--- src/design/rmul_pkg.sv ---
// Constants and carrier types for the registered 12x12 multiplier
package rmul_pkg;

  // ----------------------------------------------------------------
  // Widths
  // ----------------------------------------------------------------
  localparam int unsigned RMUL_OPW = 12;
  localparam int unsigned RMUL_PW = 24;
  localparam int unsigned RMUL_AW = 8;
  localparam int unsigned RMUL_DW = 32;

  // ----------------------------------------------------------------
  // Register byte addresses
  // ----------------------------------------------------------------
  localparam logic [7:0] RMUL_ADDR_OPA = 8'h00;
  localparam logic [7:0] RMUL_ADDR_OPB = 8'h04;
  localparam logic [7:0] RMUL_ADDR_CTRL = 8'h08;
  localparam logic [7:0] RMUL_ADDR_LOAD = 8'h0C;
  localparam logic [7:0] RMUL_ADDR_RESULT = 8'h10;
  localparam logic [7:0] RMUL_ADDR_PRODUCT = 8'h14;

  // ----------------------------------------------------------------
  // Field positions
  // ----------------------------------------------------------------
  localparam int unsigned RMUL_OP_SIGNED_BIT = 12;
  localparam int unsigned RMUL_CTRL_W = 5;
  localparam int unsigned RMUL_CTRL_ROUNDQ_BIT = 5;
  localparam int unsigned RMUL_LOAD_UPPER_BIT = 0;
  localparam int unsigned RMUL_LOAD_LOWER_BIT = 1;

  // Round constants: one at the top bit of the lower half as presented
  localparam logic [23:0] RMUL_RND_FULL = 24'h000800;
  localparam logic [23:0] RMUL_RND_SHIFT = 24'h000400;

  // ----------------------------------------------------------------
  // Types
  // ----------------------------------------------------------------
  typedef enum logic [2:0] {
    RMUL_REG_OPA = 3'h0,
    RMUL_REG_OPB = 3'h1,
    RMUL_REG_CTRL = 3'h2,
    RMUL_REG_LOAD = 3'h3,
    RMUL_REG_RESULT = 3'h4,
    RMUL_REG_PRODUCT = 3'h5,
    RMUL_REG_NONE = 3'h7
  } rmul_reg_t;

  typedef struct packed {
    logic signed_sel;
    logic [11:0] data;
  } rmul_operand_t;

  typedef struct packed {
    logic lower_output_enable_n;
    logic upper_output_enable_n;
    logic result_feedthrough;
    logic output_shift_sel;
    logic round_request;
  } rmul_ctrl_t;

  typedef struct packed {
    logic [11:0] upper;
    logic [11:0] lower;
  } rmul_result_t;

  typedef struct packed {
    rmul_operand_t opa;
    rmul_operand_t opb;
    rmul_ctrl_t ctrl;
    logic round_q;
    rmul_result_t res;
    logic upper_oe;
    logic lower_oe;
    logic pready;
    logic pslverr;
    logic [31:0] prdata;
  } rmul_state_t;

  // ----------------------------------------------------------------
  // Reset values
  // ----------------------------------------------------------------
  localparam rmul_ctrl_t RMUL_CTRL_RST = 5'h18;
  localparam rmul_state_t RMUL_STATE_RST = '{
    opa: 13'h0000,
    opb: 13'h0000,
    ctrl: RMUL_CTRL_RST,
    round_q: 1'b0,
    res: 24'h000000,
    upper_oe: 1'b0,
    lower_oe: 1'b0,
    pready: 1'b0,
    pslverr: 1'b0,
    prdata: 32'h00000000
  };

endpackage : rmul_pkg

--- src/design/rmul_core.sv ---
// Combinational 12x12 product with rounding and output formatting
`timescale 1ns/1ps
module rmul_core (
  input wire rmul_pkg::rmul_operand_t opa, // Registered operand A
  input wire rmul_pkg::rmul_operand_t opb, // Registered operand B
  input wire logic round_q, // Registered round request
  input wire logic shift_sel, // Output shift select
  output rmul_pkg::rmul_result_t result // Formatted halves
);
  import rmul_pkg::*;

  logic signed [12:0] a_ext;
  logic signed [12:0] b_ext;
  logic signed [25:0] prod;
  logic [23:0] rnd_add;
  logic [23:0] rounded;

  // Each operand widened by its own sign rule, so mixed pairs work
  assign a_ext = $signed({opa.signed_sel & opa.data[11], opa.data});
  assign b_ext = $signed({opb.signed_sel & opb.data[11], opb.data});
  assign prod = a_ext * b_ext;

  always_comb begin
    rnd_add = 24'h000000;
    if (round_q) begin
      rnd_add = shift_sel ? RMUL_RND_FULL : RMUL_RND_SHIFT;
    end
    rounded = prod[23:0] + rnd_add;
    if (shift_sel) begin
      result.upper = rounded[23:12];
      result.lower = rounded[11:0];
    end else begin
      // Drops the redundant top bit and repeats the sign in the lower half
      result.upper = rounded[22:11];
      result.lower = {rounded[22], rounded[10:0]};
    end
  end

endmodule : rmul_core

--- src/design/rmul_top.sv ---
// Registered 12x12 multiplier with APB register access
`timescale 1ns/1ps
module rmul_top (
  input wire logic pclk, // Bus and core clock
  input wire logic presetn, // Asynchronous reset, active low
  input wire logic pclk_en, // Clock enable, freezes all state
  input wire logic psel, // APB select
  input wire logic penable, // APB enable
  input wire logic pwrite, // APB direction
  input wire logic [7:0] paddr, // APB byte address
  input wire logic [31:0] pwdata, // APB write data
  output logic [31:0] prdata, // APB read data
  output logic pready, // APB ready
  output logic pslverr, // APB error for unmapped address
  output logic [11:0] upper_result_half, // Upper result pins
  output logic upper_result_oe, // Upper pins driven when high
  output logic [11:0] lower_result_half, // Lower result pins
  output logic lower_result_oe // Lower pins driven when high
);
  import rmul_pkg::*;

  // ----------------------------------------------------------------
  // Address decode
  // ----------------------------------------------------------------
  function automatic rmul_reg_t rmul_decode(input logic [7:0] addr);
    rmul_reg_t r;
    case (addr)
      RMUL_ADDR_OPA: r = RMUL_REG_OPA;
      RMUL_ADDR_OPB: r = RMUL_REG_OPB;
      RMUL_ADDR_CTRL: r = RMUL_REG_CTRL;
      RMUL_ADDR_LOAD: r = RMUL_REG_LOAD;
      RMUL_ADDR_RESULT: r = RMUL_REG_RESULT;
      RMUL_ADDR_PRODUCT: r = RMUL_REG_PRODUCT;
      default: r = RMUL_REG_NONE;
    endcase
    return r;
  endfunction : rmul_decode

  rmul_state_t s_q;
  rmul_state_t s_d;
  rmul_result_t core_res;
  rmul_reg_t rd_sel;
  rmul_reg_t wr_sel;
  logic setup_ph;
  logic wr_fire;
  logic wr_opa;
  logic wr_opb;
  logic ld_upper;
  logic ld_lower;

  // ----------------------------------------------------------------
  // Product datapath
  // ----------------------------------------------------------------
  rmul_core u_core (
    .opa(s_q.opa),
    .opb(s_q.opb),
    .round_q(s_q.round_q),
    .shift_sel(s_q.ctrl.output_shift_sel),
    .result(core_res)
  );

  // ----------------------------------------------------------------
  // Bus phases
  // ----------------------------------------------------------------
  // Read data is sampled in the setup cycle so prdata can leave a flop;
  // a result moving in feedthrough mode is therefore one cycle old.
  assign setup_ph = psel & ~penable;
  assign wr_fire = psel & penable & pwrite & s_q.pready;
  assign rd_sel = rmul_decode(paddr);
  assign wr_sel = wr_fire ? rmul_decode(paddr) : RMUL_REG_NONE;
  // Writing an operand register stands in for that operand's clock edge
  assign wr_opa = (wr_sel == RMUL_REG_OPA);
  assign wr_opb = (wr_sel == RMUL_REG_OPB);
  assign ld_upper = (wr_sel == RMUL_REG_LOAD) &
                    pwdata[RMUL_LOAD_UPPER_BIT];
  assign ld_lower = (wr_sel == RMUL_REG_LOAD) &
                    pwdata[RMUL_LOAD_LOWER_BIT];

  // ----------------------------------------------------------------
  // Next state
  // ----------------------------------------------------------------
  always_comb begin
    s_d = s_q;
    s_d.pready = setup_ph;
    if (setup_ph) begin
      s_d.pslverr = (rd_sel == RMUL_REG_NONE);
      s_d.prdata = 32'h00000000;
      case (rd_sel)
        RMUL_REG_OPA: s_d.prdata = {19'h00000, s_q.opa};
        RMUL_REG_OPB: s_d.prdata = {19'h00000, s_q.opb};
        RMUL_REG_CTRL: s_d.prdata = {26'h0000000, s_q.round_q, s_q.ctrl};
        RMUL_REG_RESULT: s_d.prdata = {8'h00, s_q.res};
        RMUL_REG_PRODUCT: s_d.prdata = {8'h00, core_res};
        default: s_d.prdata = 32'h00000000;
      endcase
    end
    if (wr_opa) begin
      s_d.opa = pwdata[RMUL_OP_SIGNED_BIT:0];
    end
    if (wr_opb) begin
      s_d.opb = pwdata[RMUL_OP_SIGNED_BIT:0];
    end
    // Round request samples on either operand load, like an OR of clocks
    if (wr_opa | wr_opb) begin
      s_d.round_q = s_q.ctrl.round_request;
    end
    if (wr_sel == RMUL_REG_CTRL) begin
      s_d.ctrl = pwdata[RMUL_CTRL_W-1:0];
    end
    if (ld_upper | s_q.ctrl.result_feedthrough) begin
      s_d.res.upper = core_res.upper;
    end
    if (ld_lower | s_q.ctrl.result_feedthrough) begin
      s_d.res.lower = core_res.lower;
    end
    // Each half drives its pins only while its own enable is low
    s_d.upper_oe = ~s_q.ctrl.upper_output_enable_n;
    s_d.lower_oe = ~s_q.ctrl.lower_output_enable_n;
  end

  always_ff @(posedge pclk or negedge presetn) begin
    if (!presetn) begin
      s_q <= RMUL_STATE_RST;
    end else if (pclk_en) begin
      s_q <= s_d;
    end
  end

  // ----------------------------------------------------------------
  // Outputs
  // ----------------------------------------------------------------
  assign prdata = s_q.prdata;
  assign pready = s_q.pready;
  assign pslverr = s_q.pslverr;
  // Pins carry the register always; the enable decides who owns the wire
  assign upper_result_half = s_q.res.upper;
  assign upper_result_oe = s_q.upper_oe;
  assign lower_result_half = s_q.res.lower;
  assign lower_result_oe = s_q.lower_oe;

  // ----------------------------------------------------------------
  // Checks
  // ----------------------------------------------------------------
  logic signed [12:0] chk_a;
  logic signed [12:0] chk_b;
  logic signed [25:0] chk_prod;
  logic [23:0] chk_full;
  logic [23:0] chk_half;
  logic upd;

  assign chk_a = $signed({s_q.opa.signed_sel & s_q.opa.data[11],
                          s_q.opa.data});
  assign chk_b = $signed({s_q.opb.signed_sel & s_q.opb.data[11],
                          s_q.opb.data});
  assign chk_prod = chk_a * chk_b;
  assign chk_full = chk_prod[23:0] + (s_q.round_q ? RMUL_RND_FULL :
                                      24'h000000);
  assign chk_half = chk_prod[23:0] + (s_q.round_q ? RMUL_RND_SHIFT :
                                      24'h000000);
  assign upd = presetn & pclk_en;

  a_opa_capture:
    assert property (@(posedge pclk) disable iff (!presetn)
      (upd && wr_opa) |=> s_q.opa == $past(pwdata[12:0]))
    else $error("operand A not captured on write");

  a_opb_capture:
    assert property (@(posedge pclk) disable iff (!presetn)
      (upd && wr_opb) |=> s_q.opb == $past(pwdata[12:0]))
    else $error("operand B not captured on write");

  a_round_capture:
    assert property (@(posedge pclk) disable iff (!presetn)
      (upd && (wr_opa || wr_opb))
        |=> s_q.round_q == $past(s_q.ctrl.round_request))
    else $error("round request not taken on operand load");

  a_round_hold:
    assert property (@(posedge pclk) disable iff (!presetn)
      !(upd && (wr_opa || wr_opb)) |=> $stable(s_q.round_q))
    else $error("round request changed without operand load");

  a_full_product:
    assert property (@(posedge pclk) disable iff (!presetn)
      s_q.ctrl.output_shift_sel |-> core_res == chk_full)
    else $error("full product or rounding wrong");

  a_sign_copy:
    assert property (@(posedge pclk) disable iff (!presetn)
      !s_q.ctrl.output_shift_sel |->
        core_res.lower[11] == core_res.upper[11] &&
        core_res.upper == chk_half[22:11] &&
        core_res.lower[10:0] == chk_half[10:0])
    else $error("shifted format or sign copy wrong");

  a_upper_load:
    assert property (@(posedge pclk) disable iff (!presetn)
      (upd && ld_upper) |=> s_q.res.upper == $past(core_res.upper))
    else $error("upper half not loaded");

  a_lower_hold:
    assert property (@(posedge pclk) disable iff (!presetn)
      (!ld_lower && !s_q.ctrl.result_feedthrough) |=>
        $stable(s_q.res.lower))
    else $error("lower half moved without load");

  a_feed_follow:
    assert property (@(posedge pclk) disable iff (!presetn)
      (upd && s_q.ctrl.result_feedthrough) ##1 pclk_en |->
        lower_result_half == $past(core_res.lower) &&
        upper_result_half == $past(core_res.upper))
    else $error("feedthrough result not followed");

  a_enable_pins:
    assert property (@(posedge pclk) disable iff (!presetn)
      upd |=> upper_result_oe == !$past(s_q.ctrl.upper_output_enable_n) &&
        lower_result_oe == !$past(s_q.ctrl.lower_output_enable_n))
    else $error("output enable does not follow control");

  a_apb_ready:
    assert property (@(posedge pclk) disable iff (!presetn)
      (upd && setup_ph) |=> pready ##1 (!pready || !pclk_en))
    else $error("ready not a single cycle after setup");

  // ----------------------------------------------------------------
  // Datapath and bus checks
  // ----------------------------------------------------------------
  // Sign rules, except unsigned A with signed B, are checked through two's
  // complement identities rather than the widened multiply, so a wrong extension cannot hide there

  a_upper_hold:
    assert property (@(posedge pclk) disable iff (!presetn)
      (!ld_upper && !s_q.ctrl.result_feedthrough) |=>
        $stable(s_q.res.upper))
    else $error("upper half moved without load");

  a_lower_load:
    assert property (@(posedge pclk) disable iff (!presetn)
      (upd && ld_lower) |=> s_q.res.lower == $past(core_res.lower))
    else $error("lower half not loaded");

  a_opa_hold:
    assert property (@(posedge pclk) disable iff (!presetn)
      !(upd && wr_opa) |=> $stable(s_q.opa))
    else $error("operand A changed without write");

  a_opb_hold:
    assert property (@(posedge pclk) disable iff (!presetn)
      !(upd && wr_opb) |=> $stable(s_q.opb))
    else $error("operand B changed without write");

  a_unsigned_prod:
    assert property (@(posedge pclk) disable iff (!presetn)
      (!s_q.opa.signed_sel && !s_q.opb.signed_sel &&
       s_q.ctrl.output_shift_sel && !s_q.round_q) |->
        core_res == 24'(s_q.opa.data) * 24'(s_q.opb.data))
    else $error("unsigned product wrong");

  a_mixed_prod:
    assert property (@(posedge pclk) disable iff (!presetn)
      (s_q.opa.signed_sel && !s_q.opb.signed_sel &&
       s_q.ctrl.output_shift_sel && !s_q.round_q) |->
        core_res == 24'(s_q.opa.data) * 24'(s_q.opb.data) -
          (s_q.opa.data[11] ? {s_q.opb.data, 12'h000} : 24'h000000))
    else $error("mixed sign product wrong");

  a_signed_prod:
    assert property (@(posedge pclk) disable iff (!presetn)
      (s_q.opa.signed_sel && s_q.opb.signed_sel &&
       s_q.ctrl.output_shift_sel && !s_q.round_q) |->
        core_res == 24'(s_q.opa.data) * 24'(s_q.opb.data) -
          (s_q.opa.data[11] ? {s_q.opb.data, 12'h000} : 24'h000000) -
          (s_q.opb.data[11] ? {s_q.opa.data, 12'h000} : 24'h000000))
    else $error("signed product wrong");

  a_ctrl_write:
    assert property (@(posedge pclk) disable iff (!presetn)
      (upd && wr_sel == RMUL_REG_CTRL) |=> s_q.ctrl == $past(pwdata[4:0]))
    else $error("control word not written");

  a_unmapped_err:
    assert property (@(posedge pclk) disable iff (!presetn)
      (upd && setup_ph && rd_sel == RMUL_REG_NONE) |=>
        pslverr && prdata == 32'h00000000)
    else $error("unmapped access not flagged");

  a_mapped_ok:
    assert property (@(posedge pclk) disable iff (!presetn)
      (upd && setup_ph && rd_sel != RMUL_REG_NONE) |=> !pslverr)
    else $error("error flagged for mapped address");

  a_ready_cause:
    assert property (@(posedge pclk) disable iff (!presetn)
      (upd && !setup_ph) |=> !pready)
    else $error("ready without setup cycle");

  a_read_result:
    assert property (@(posedge pclk) disable iff (!presetn)
      (upd && setup_ph && rd_sel == RMUL_REG_RESULT) |=>
        prdata == {8'h00, $past(s_q.res)})
    else $error("result read does not match registers");

  a_read_ctrl:
    assert property (@(posedge pclk) disable iff (!presetn)
      (upd && setup_ph && rd_sel == RMUL_REG_CTRL) |=>
        prdata == {26'h0000000, $past(s_q.round_q), $past(s_q.ctrl)})
    else $error("control read does not match registers");

  a_write_ignored:
    assert property (@(posedge pclk) disable iff (!presetn)
      (upd && wr_fire && rd_sel == RMUL_REG_NONE) |=>
        $stable(s_q.ctrl) && $stable(s_q.opa) && $stable(s_q.opb) &&
        $stable(s_q.round_q))
    else $error("unmapped write changed state");

  c_mixed_sign:
    cover property (@(posedge pclk) disable iff (!presetn)
      s_q.opa.signed_sel != s_q.opb.signed_sel && ld_upper);

  c_feedthrough:
    cover property (@(posedge pclk) disable iff (!presetn)
      s_q.ctrl.result_feedthrough && upper_result_oe && lower_result_oe);

  c_rounded_shift:
    cover property (@(posedge pclk) disable iff (!presetn)
      s_q.round_q && !s_q.ctrl.output_shift_sel && ld_lower);

  c_unmapped:
    cover property (@(posedge pclk) disable iff (!presetn)
      pready && pslverr);

  c_rounded_full:
    cover property (@(posedge pclk) disable iff (!presetn)
      s_q.round_q && s_q.ctrl.output_shift_sel && ld_upper);

endmodule : rmul_top

--- config.mk ---
export PLATFORM = sky130hd
export DESIGN_NAME = rmul_top
export DESIGN_NICKNAME = d
export VERILOG_FILES = /design/src/design/rmul_pkg.sv /design/src/design/rmul_core.sv /design/src/design/rmul_top.sv
export SDC_FILE = /design/constraint.sdc
export NUM_CORES = 1
export LEC_CHECK = 0
export ABC_AREA = 0
export BUFFER_PORTS_ARGS = -buffer_cell sky130_fd_sc_hd__buf_4
export CORE_MARGIN = 1.5
export CORE_UTILIZATION = 30
export CTS_BUF_LIST = sky130_fd_sc_hd__clkbuf_8 sky130_fd_sc_hd__clkbuf_16
export DETAILED_ROUTE_END_ITERATION = 8
export MAX_ROUTING_LAYER = met4
export REMOVE_ABC_BUFFERS = 1
export SETUP_SLACK_MARGIN = 0.1
export SYNTH_ARGS = -nofsm -noshare
export SYNTH_HDL_FRONTEND = slang
export SYNTH_SLANG_ARGS = --single-unit
--- constraint.sdc ---
create_clock -name pclk -period 6.2 [get_ports pclk]
set_input_delay 0.93 -clock pclk [delete_from_list [all_inputs] [get_ports pclk]]
set_output_delay 0.93 -clock pclk [all_outputs]
set_load 0.03 [all_outputs]
== Word-level counts from Yosys, hierarchy flattened ==
Cells that the tools add are included.

* Flip-flop bits (word level): 92
* Bits of input ports: 46
* Output and inout port bits: 60
* Logic and storage cells: 62

* Add/subtract/negate cells: 1
* $mul: 1
* Equality and inequality tests: 13
* Multiplexer cells: 6
* Bitwise logic cells: 14
* Reductions and logical operators: 10

{| class="wikitable"
|+ Operator list
! kind !! count
|-
| $pmux W24 S5 || 1
|-
| $mux W24 || 2
|-
| $add A24 B24 Y24 || 1
|-
| $mul A13 B13 Y24 || 1
|-
| $pmux W3 S6 || 1
|-
| $eq A8 B4 Y1 const B || 2
|-
| $eq A8 B5 Y1 const B || 2
|-
| $reduce_and A2 Y1 || 7
|-
| $mux W12 || 1
|-
| $eq A3 B2 Y1 const B || 3
|-
| $eq A3 B3 Y1 const B || 3
|-
| $and A1 B1 Y1 || 8
|-
| $eq A8 B3 Y1 const B || 1
|-
| $logic_not A8 Y1 || 1
|-
| $eq A3 B1 Y1 const B || 2
|-
| $logic_not A3 Y1 || 2
|-
| $mux W3 || 1
|-
| $not A1 Y1 || 3
|-
| $or A1 B1 Y1 || 3
|}

== Depth between registers and ports, before layout ==
* Depth in word-level cells: 8
* Depth in mapped cells: 23
* Depth with buffers taken out: 22

== Modules after synthesis ==
A second synthesis with hierarchy kept.

* Cells, all modules: 1064
* Area total of the unflattened synthesis: 10510.1 µm²

{| class="wikitable"
|+ Modules (own cells, without submodules)
! module !! times used !! cells an instance !! area an instance (µm²) !! seq. area each (µm²)
|-
| rmul_core || 1 || 713 || 6303.5 || 0.0
|-
| rmul_top || 1 || 351 || 4206.5 || 2104.5
|}

== Worst setup path before layout ==
No wires, ideal clock.

* Path type: flip-flop to flip-flop
* Start point: reg s_q (netlist bit chk_a[11])
* End point: reg s_q (netlist bit upper_result_half[11])
* Library setup time: 125 ps
* Data arrival time: 5850 ps
* Data required time: 6075 ps
* Setup slack: 226 ps
* Cell stages (with the launch flop): 20
* Path buffers: 1
* Clock period less this slack: 5974 ps
* Cells stage by stage: dfrtp_1 -> clkbuf_1 -> and2_1 -> fa_1 -> inv_1 -> fa_1 -> inv_1 -> fa_1 -> fa_1 -> fa_1 -> fa_1 -> ha_1 -> a211oi_2 -> nor2_1 -> o31ai_2 -> o311ai_2 -> nor4bb_1 -> or3_4 -> mux2_2 -> mux2_2

* Word-level cells in the longest chain between the ends: 4

{| class="wikitable"
|+ RTL lines
! element !! line !! RTL
|-
| start: declaration || rmul_top.sv:39 || <nowiki>rmul_state_t s_q;</nowiki>
|-
| start signal: assignment || rmul_top.sv:123 || <nowiki>s_q <= RMUL_STATE_RST;</nowiki>
|-
| start signal: assignment || rmul_top.sv:125 || <nowiki>s_q <= s_d;</nowiki>
|-
| $and A1 B1 Y1 || n/a ||
|-
| $mul A13 B13 Y24 * || rmul_core.sv:21 || <nowiki>assign prod = a_ext * b_ext;</nowiki>
|-
| $add A24 B24 Y24 * || rmul_core.sv:28 || <nowiki>rounded = prod[23:0] + rnd_add;</nowiki>
|-
| $mux W24 * || rmul_core.sv:29 || <nowiki>if (shift_sel) begin</nowiki>
|}

Every way passes the cells marked *; elsewhere a longest branch is shown, timed or not.
A chain may end at the register's enable or synchronous reset.

== Worst setup path after layout ==
* Start point: reg s_q (netlist bit chk_b[1])
* End point: reg s_q (netlist bit upper_result_half[11])

* Word-level cells in the longest chain between the ends: 3

{| class="wikitable"
|+ RTL lines
! element !! line
|-
| $mul A13 B13 Y24 || rmul_core.sv:21
|-
| $add A24 B24 Y24 || rmul_core.sv:28
|-
| $mux W24 || rmul_core.sv:29
|}

Every way passes these cells.

==> flow_summary_export.csv <==
group,metric,value,unit
drt,via_count,7502,
timing,setup-violations-final,0,
timing,maxSlewViolCount,0,
yosys,yosysMostFrequentCell,"inv_1",
clocking,cts_made_buffers,9,
yosys,yosysSeqAreaShare,19.9,%
yosys,synth.distinct_cells,69,
yosys,yosys_most_used_dff,"dfrtp_1",
timing,worst_pin_slew,0.821,ns
yosys,yosys_register_bits,84,
drt,dr.pass1.iters,6,
placed_design,numPortBuffers,78,
die,die_h,191,um
global_routing,grt.overflow.total,0,
finish,layout-drive-gt1-share,22.4,%
die,io_pins,106,
worst_setup_path,critPathRequiredTime,6.43,ns
die,core_area,34600,um2
hold_path,hold_path_class,"in2async",
clocking,clk_pin_slew,0.07,ns
drt,viasPerCell,4.65,
timing,finClkSkew,0.00978,ns
power_and_ir_drop,cellLeakagePower,0.00627,uW
drt,highest_layer,"met4",
drt,met3_length,996,um
worst_setup_path,path_max_fanout,7,
worst_setup_path,endpoint_kind,"register",
drt,drc_errors,0,
clocking,clock_sinks,84,
drt,wl_met1,11800,um
die,dieArea,36400,um2
finish,synthToLayoutAreaGrowth,15.2,%
worst_setup_path,setup.worst_path.start_class,"register",
yosys,synth_area,10600,um2
yosys,synth_top_cell_by_area,"fa_1",
clocking,htree_levels,3,
drt,drt_iter0_drc,352,
yosys,synth_top_area_share,29.1,%
drt,wl_per_cell,16.1,um
yosys,synth_edf_count,0,
timing,post-route-period-util,97.5,%
die,fp.dieW,191,um
worst_setup_path,endpoint,"upper_result_half[11]",
clocking,clk_latency,0.35,ns
outcome,status,"complete, no violations",
yosys,yosys-top-cells-count,"inv_1 (182), fa_1 (154), nand2_1 (119), dfrtp_1 (82), and2_1 (72)",
worst_setup_path,ff2ff_path_depth,22,
worst_setup_path,path_class,"reg2reg",
timing,final_hold_viol_count,0,
clocking,cts_buffer_depth,2,
yosys,synth_area_leaders,"fa_1 (29%), dfrtp_1 (19%), ha_1 (7.1%)",
power_and_ir_drop,p_per_area,97.7,nW/um2
drt,met2_wirelength,12900,um
yosys,synthCells,1088,
finish,layout.nets,1412,
global_routing,grt_pass1_vias,7953,
timing,fmax,165,MHz
timing,period_needed,6.05,ns
worst_setup_path,rr_endpoint,"upper_result_half[11]",
yosys,yosys_warnings,0,
flow_run,maxCapViolations,0,
worst_setup_path,r2r_slack,0.15,ns
global_routing,grt_pass1_wl,43200,um
power_and_ir_drop,finalPower,1190,uW
finish,post-route-util,35.2,%
power_and_ir_drop,peakVddDrop,0.108,mV
clocking,root_buffer,"clkbuf_16",
worst_setup_path,reg2reg_from,"chk_b[1]",
global_routing,grt_max_degree,61,
timing,maxSlewHeadroom,45.3,%
die,num_rows,68,
global_routing,antenna_found_initial,0,
yosys,synthArstFlopShare,100,%
global_routing,grtUsageTotal,15.5,%
worst_setup_path,cp.arrival,6.28,ns
placed_design,gp_congestion,0.827,
yosys,avgSynthCellArea,9.72,um2
drt,wirelength,25900,um
timing,rsz0062_at_grt,"true",
clocking,cts_tree,"done",
placed_design,dp_hpwl,21500,um
die,initial_core_util,30.5,%
finish,antenna_cells,0,
drt,antenna_left,0,
worst_setup_path,crit_start,"chk_b[1]",
[how the worst min path moves through the flow]
stage	slack [ns]	start	to	cells past startpoint
global placement	0.46	prdata[19]	prdata[19]	1
finish	0.48	presetn	prdata[9]	1
CTS	0.49	presetn	prdata[1]	1
global route	0.50	presetn	prdata[1]	1
detailed placement	0.47	prdata[15]	prdata[15]	1
floorplan	0.48	s_q[61]	s_q[61]	1
[metal layers]
layer / vias to the layer above / GRT usage [%]
li1: 3475 / -
met1: 3836 / 20.7
met2: 173 / 25.7
met3: 18 / 1.64
met4: 0 / 2.88
met5: - / -
[repair_timing]
item / 4_1_cts / 5_1_grt
gates resized for setup: 17 / 36
pin swaps: 10 / 16
setup endpoints to repair: 9 / 19
buffers inserted: 2 / 0
hold buffers: 0 / 0
[cells by family after synthesis]
kind of cell,count (synthesis),synth area share (%)
DFF,84,19.9
AOI/OAI and AO/OA,128,7.98
and+or+nand+nor,271,13.0
adders and majority gates,214,36.2
other,1,0.0355
muxes,71,7.85
buffers and inverters,290,12.6
xor gates and xnor gates,29,2.40
[cell type report]
cell class              count  area [um2]
fillers                  3486       22400
clock buffers              10         239
multi-input cells         721        7360
repair buffers            154        1160
well taps                 455         569
inverters                 182         683
flip-flops and latches     84        2120
clock inverters             6        62.6
[power by group]
group	internal, uW	leakage (uW)	total [uW]	switching [uW]
clock	323	0.000146	556	233
combinational	24.8	0.00500	79.7	55.0
sequential	553	0.00113	556	3.30
total	900	0.00627	1190	291
[layout by cell type, fill, tap and decap left out, drive strengths merged, types with 7 or more instances in the layout]
cell type,synthesis,final
xnor2,23,23
mux2,48,48
a221oi,8,8
o31ai,7,7
buf,67,154
clkbuf,41,10
fa,154,154
mux2i,23,23
a21o,7,7
nand2,120,120
inv,182,184
dfrtp,82,82
a21oi,30,30
and2,73,73
o21ai,36,36
conb,1,8
ha,60,60
nor2,40,40
[sequential cells by signal, summed over array words and instances (netlist names)]
signal / cells
prdata: 24
chk_a: 12
chk_b: 12
lower_result_half: 12
upper_result_half: 12
s_q: 8
lower_result_oe: 1
pready: 1
pslverr: 1
upper_result_oe: 1
[worst max-delay path, cell delays in order (launching register included)]
cell      delay (ns)
dfrtp_2         0.47
and2_1          0.20
fa_1            0.53
inv_1           0.05
fa_1            0.48
inv_1           0.05
fa_1            0.49
inv_1           0.06
fa_1            0.48
fa_1            0.54
inv_1           0.06
ha_1            0.30
ha_4            0.29
nand3_1         0.08
nor2_2          0.14
o211ai_1        0.12
buf_4           0.16
o311ai_4        0.31
buf_6           0.16
nor4b_4         0.04
or3_4           0.35
mux2_4          0.31
mux2_4          0.26
[through the flow]
step | instances | setup slack (ns) | hold WS (ns) | setup TNS (ns) | area [um2]
floorplan | 987 | 0.153 | 0.483 | 0 | 9950
global placement | 1594 | -0.0784 | 0.465 | -0.146 | 11700
detailed placement | 1594 | -0.0542 | 0.469 | -0.0622 | 11700
CTS | 1612 | 0.0905 | 0.487 | 0 | 12000
global route | 1612 | -0.0454 | 0.495 | -0.0695 | 12200
finish | 1612 | 0.153 | 0.481 | 0 | 12200
Power figures use the tool's default switching activity.
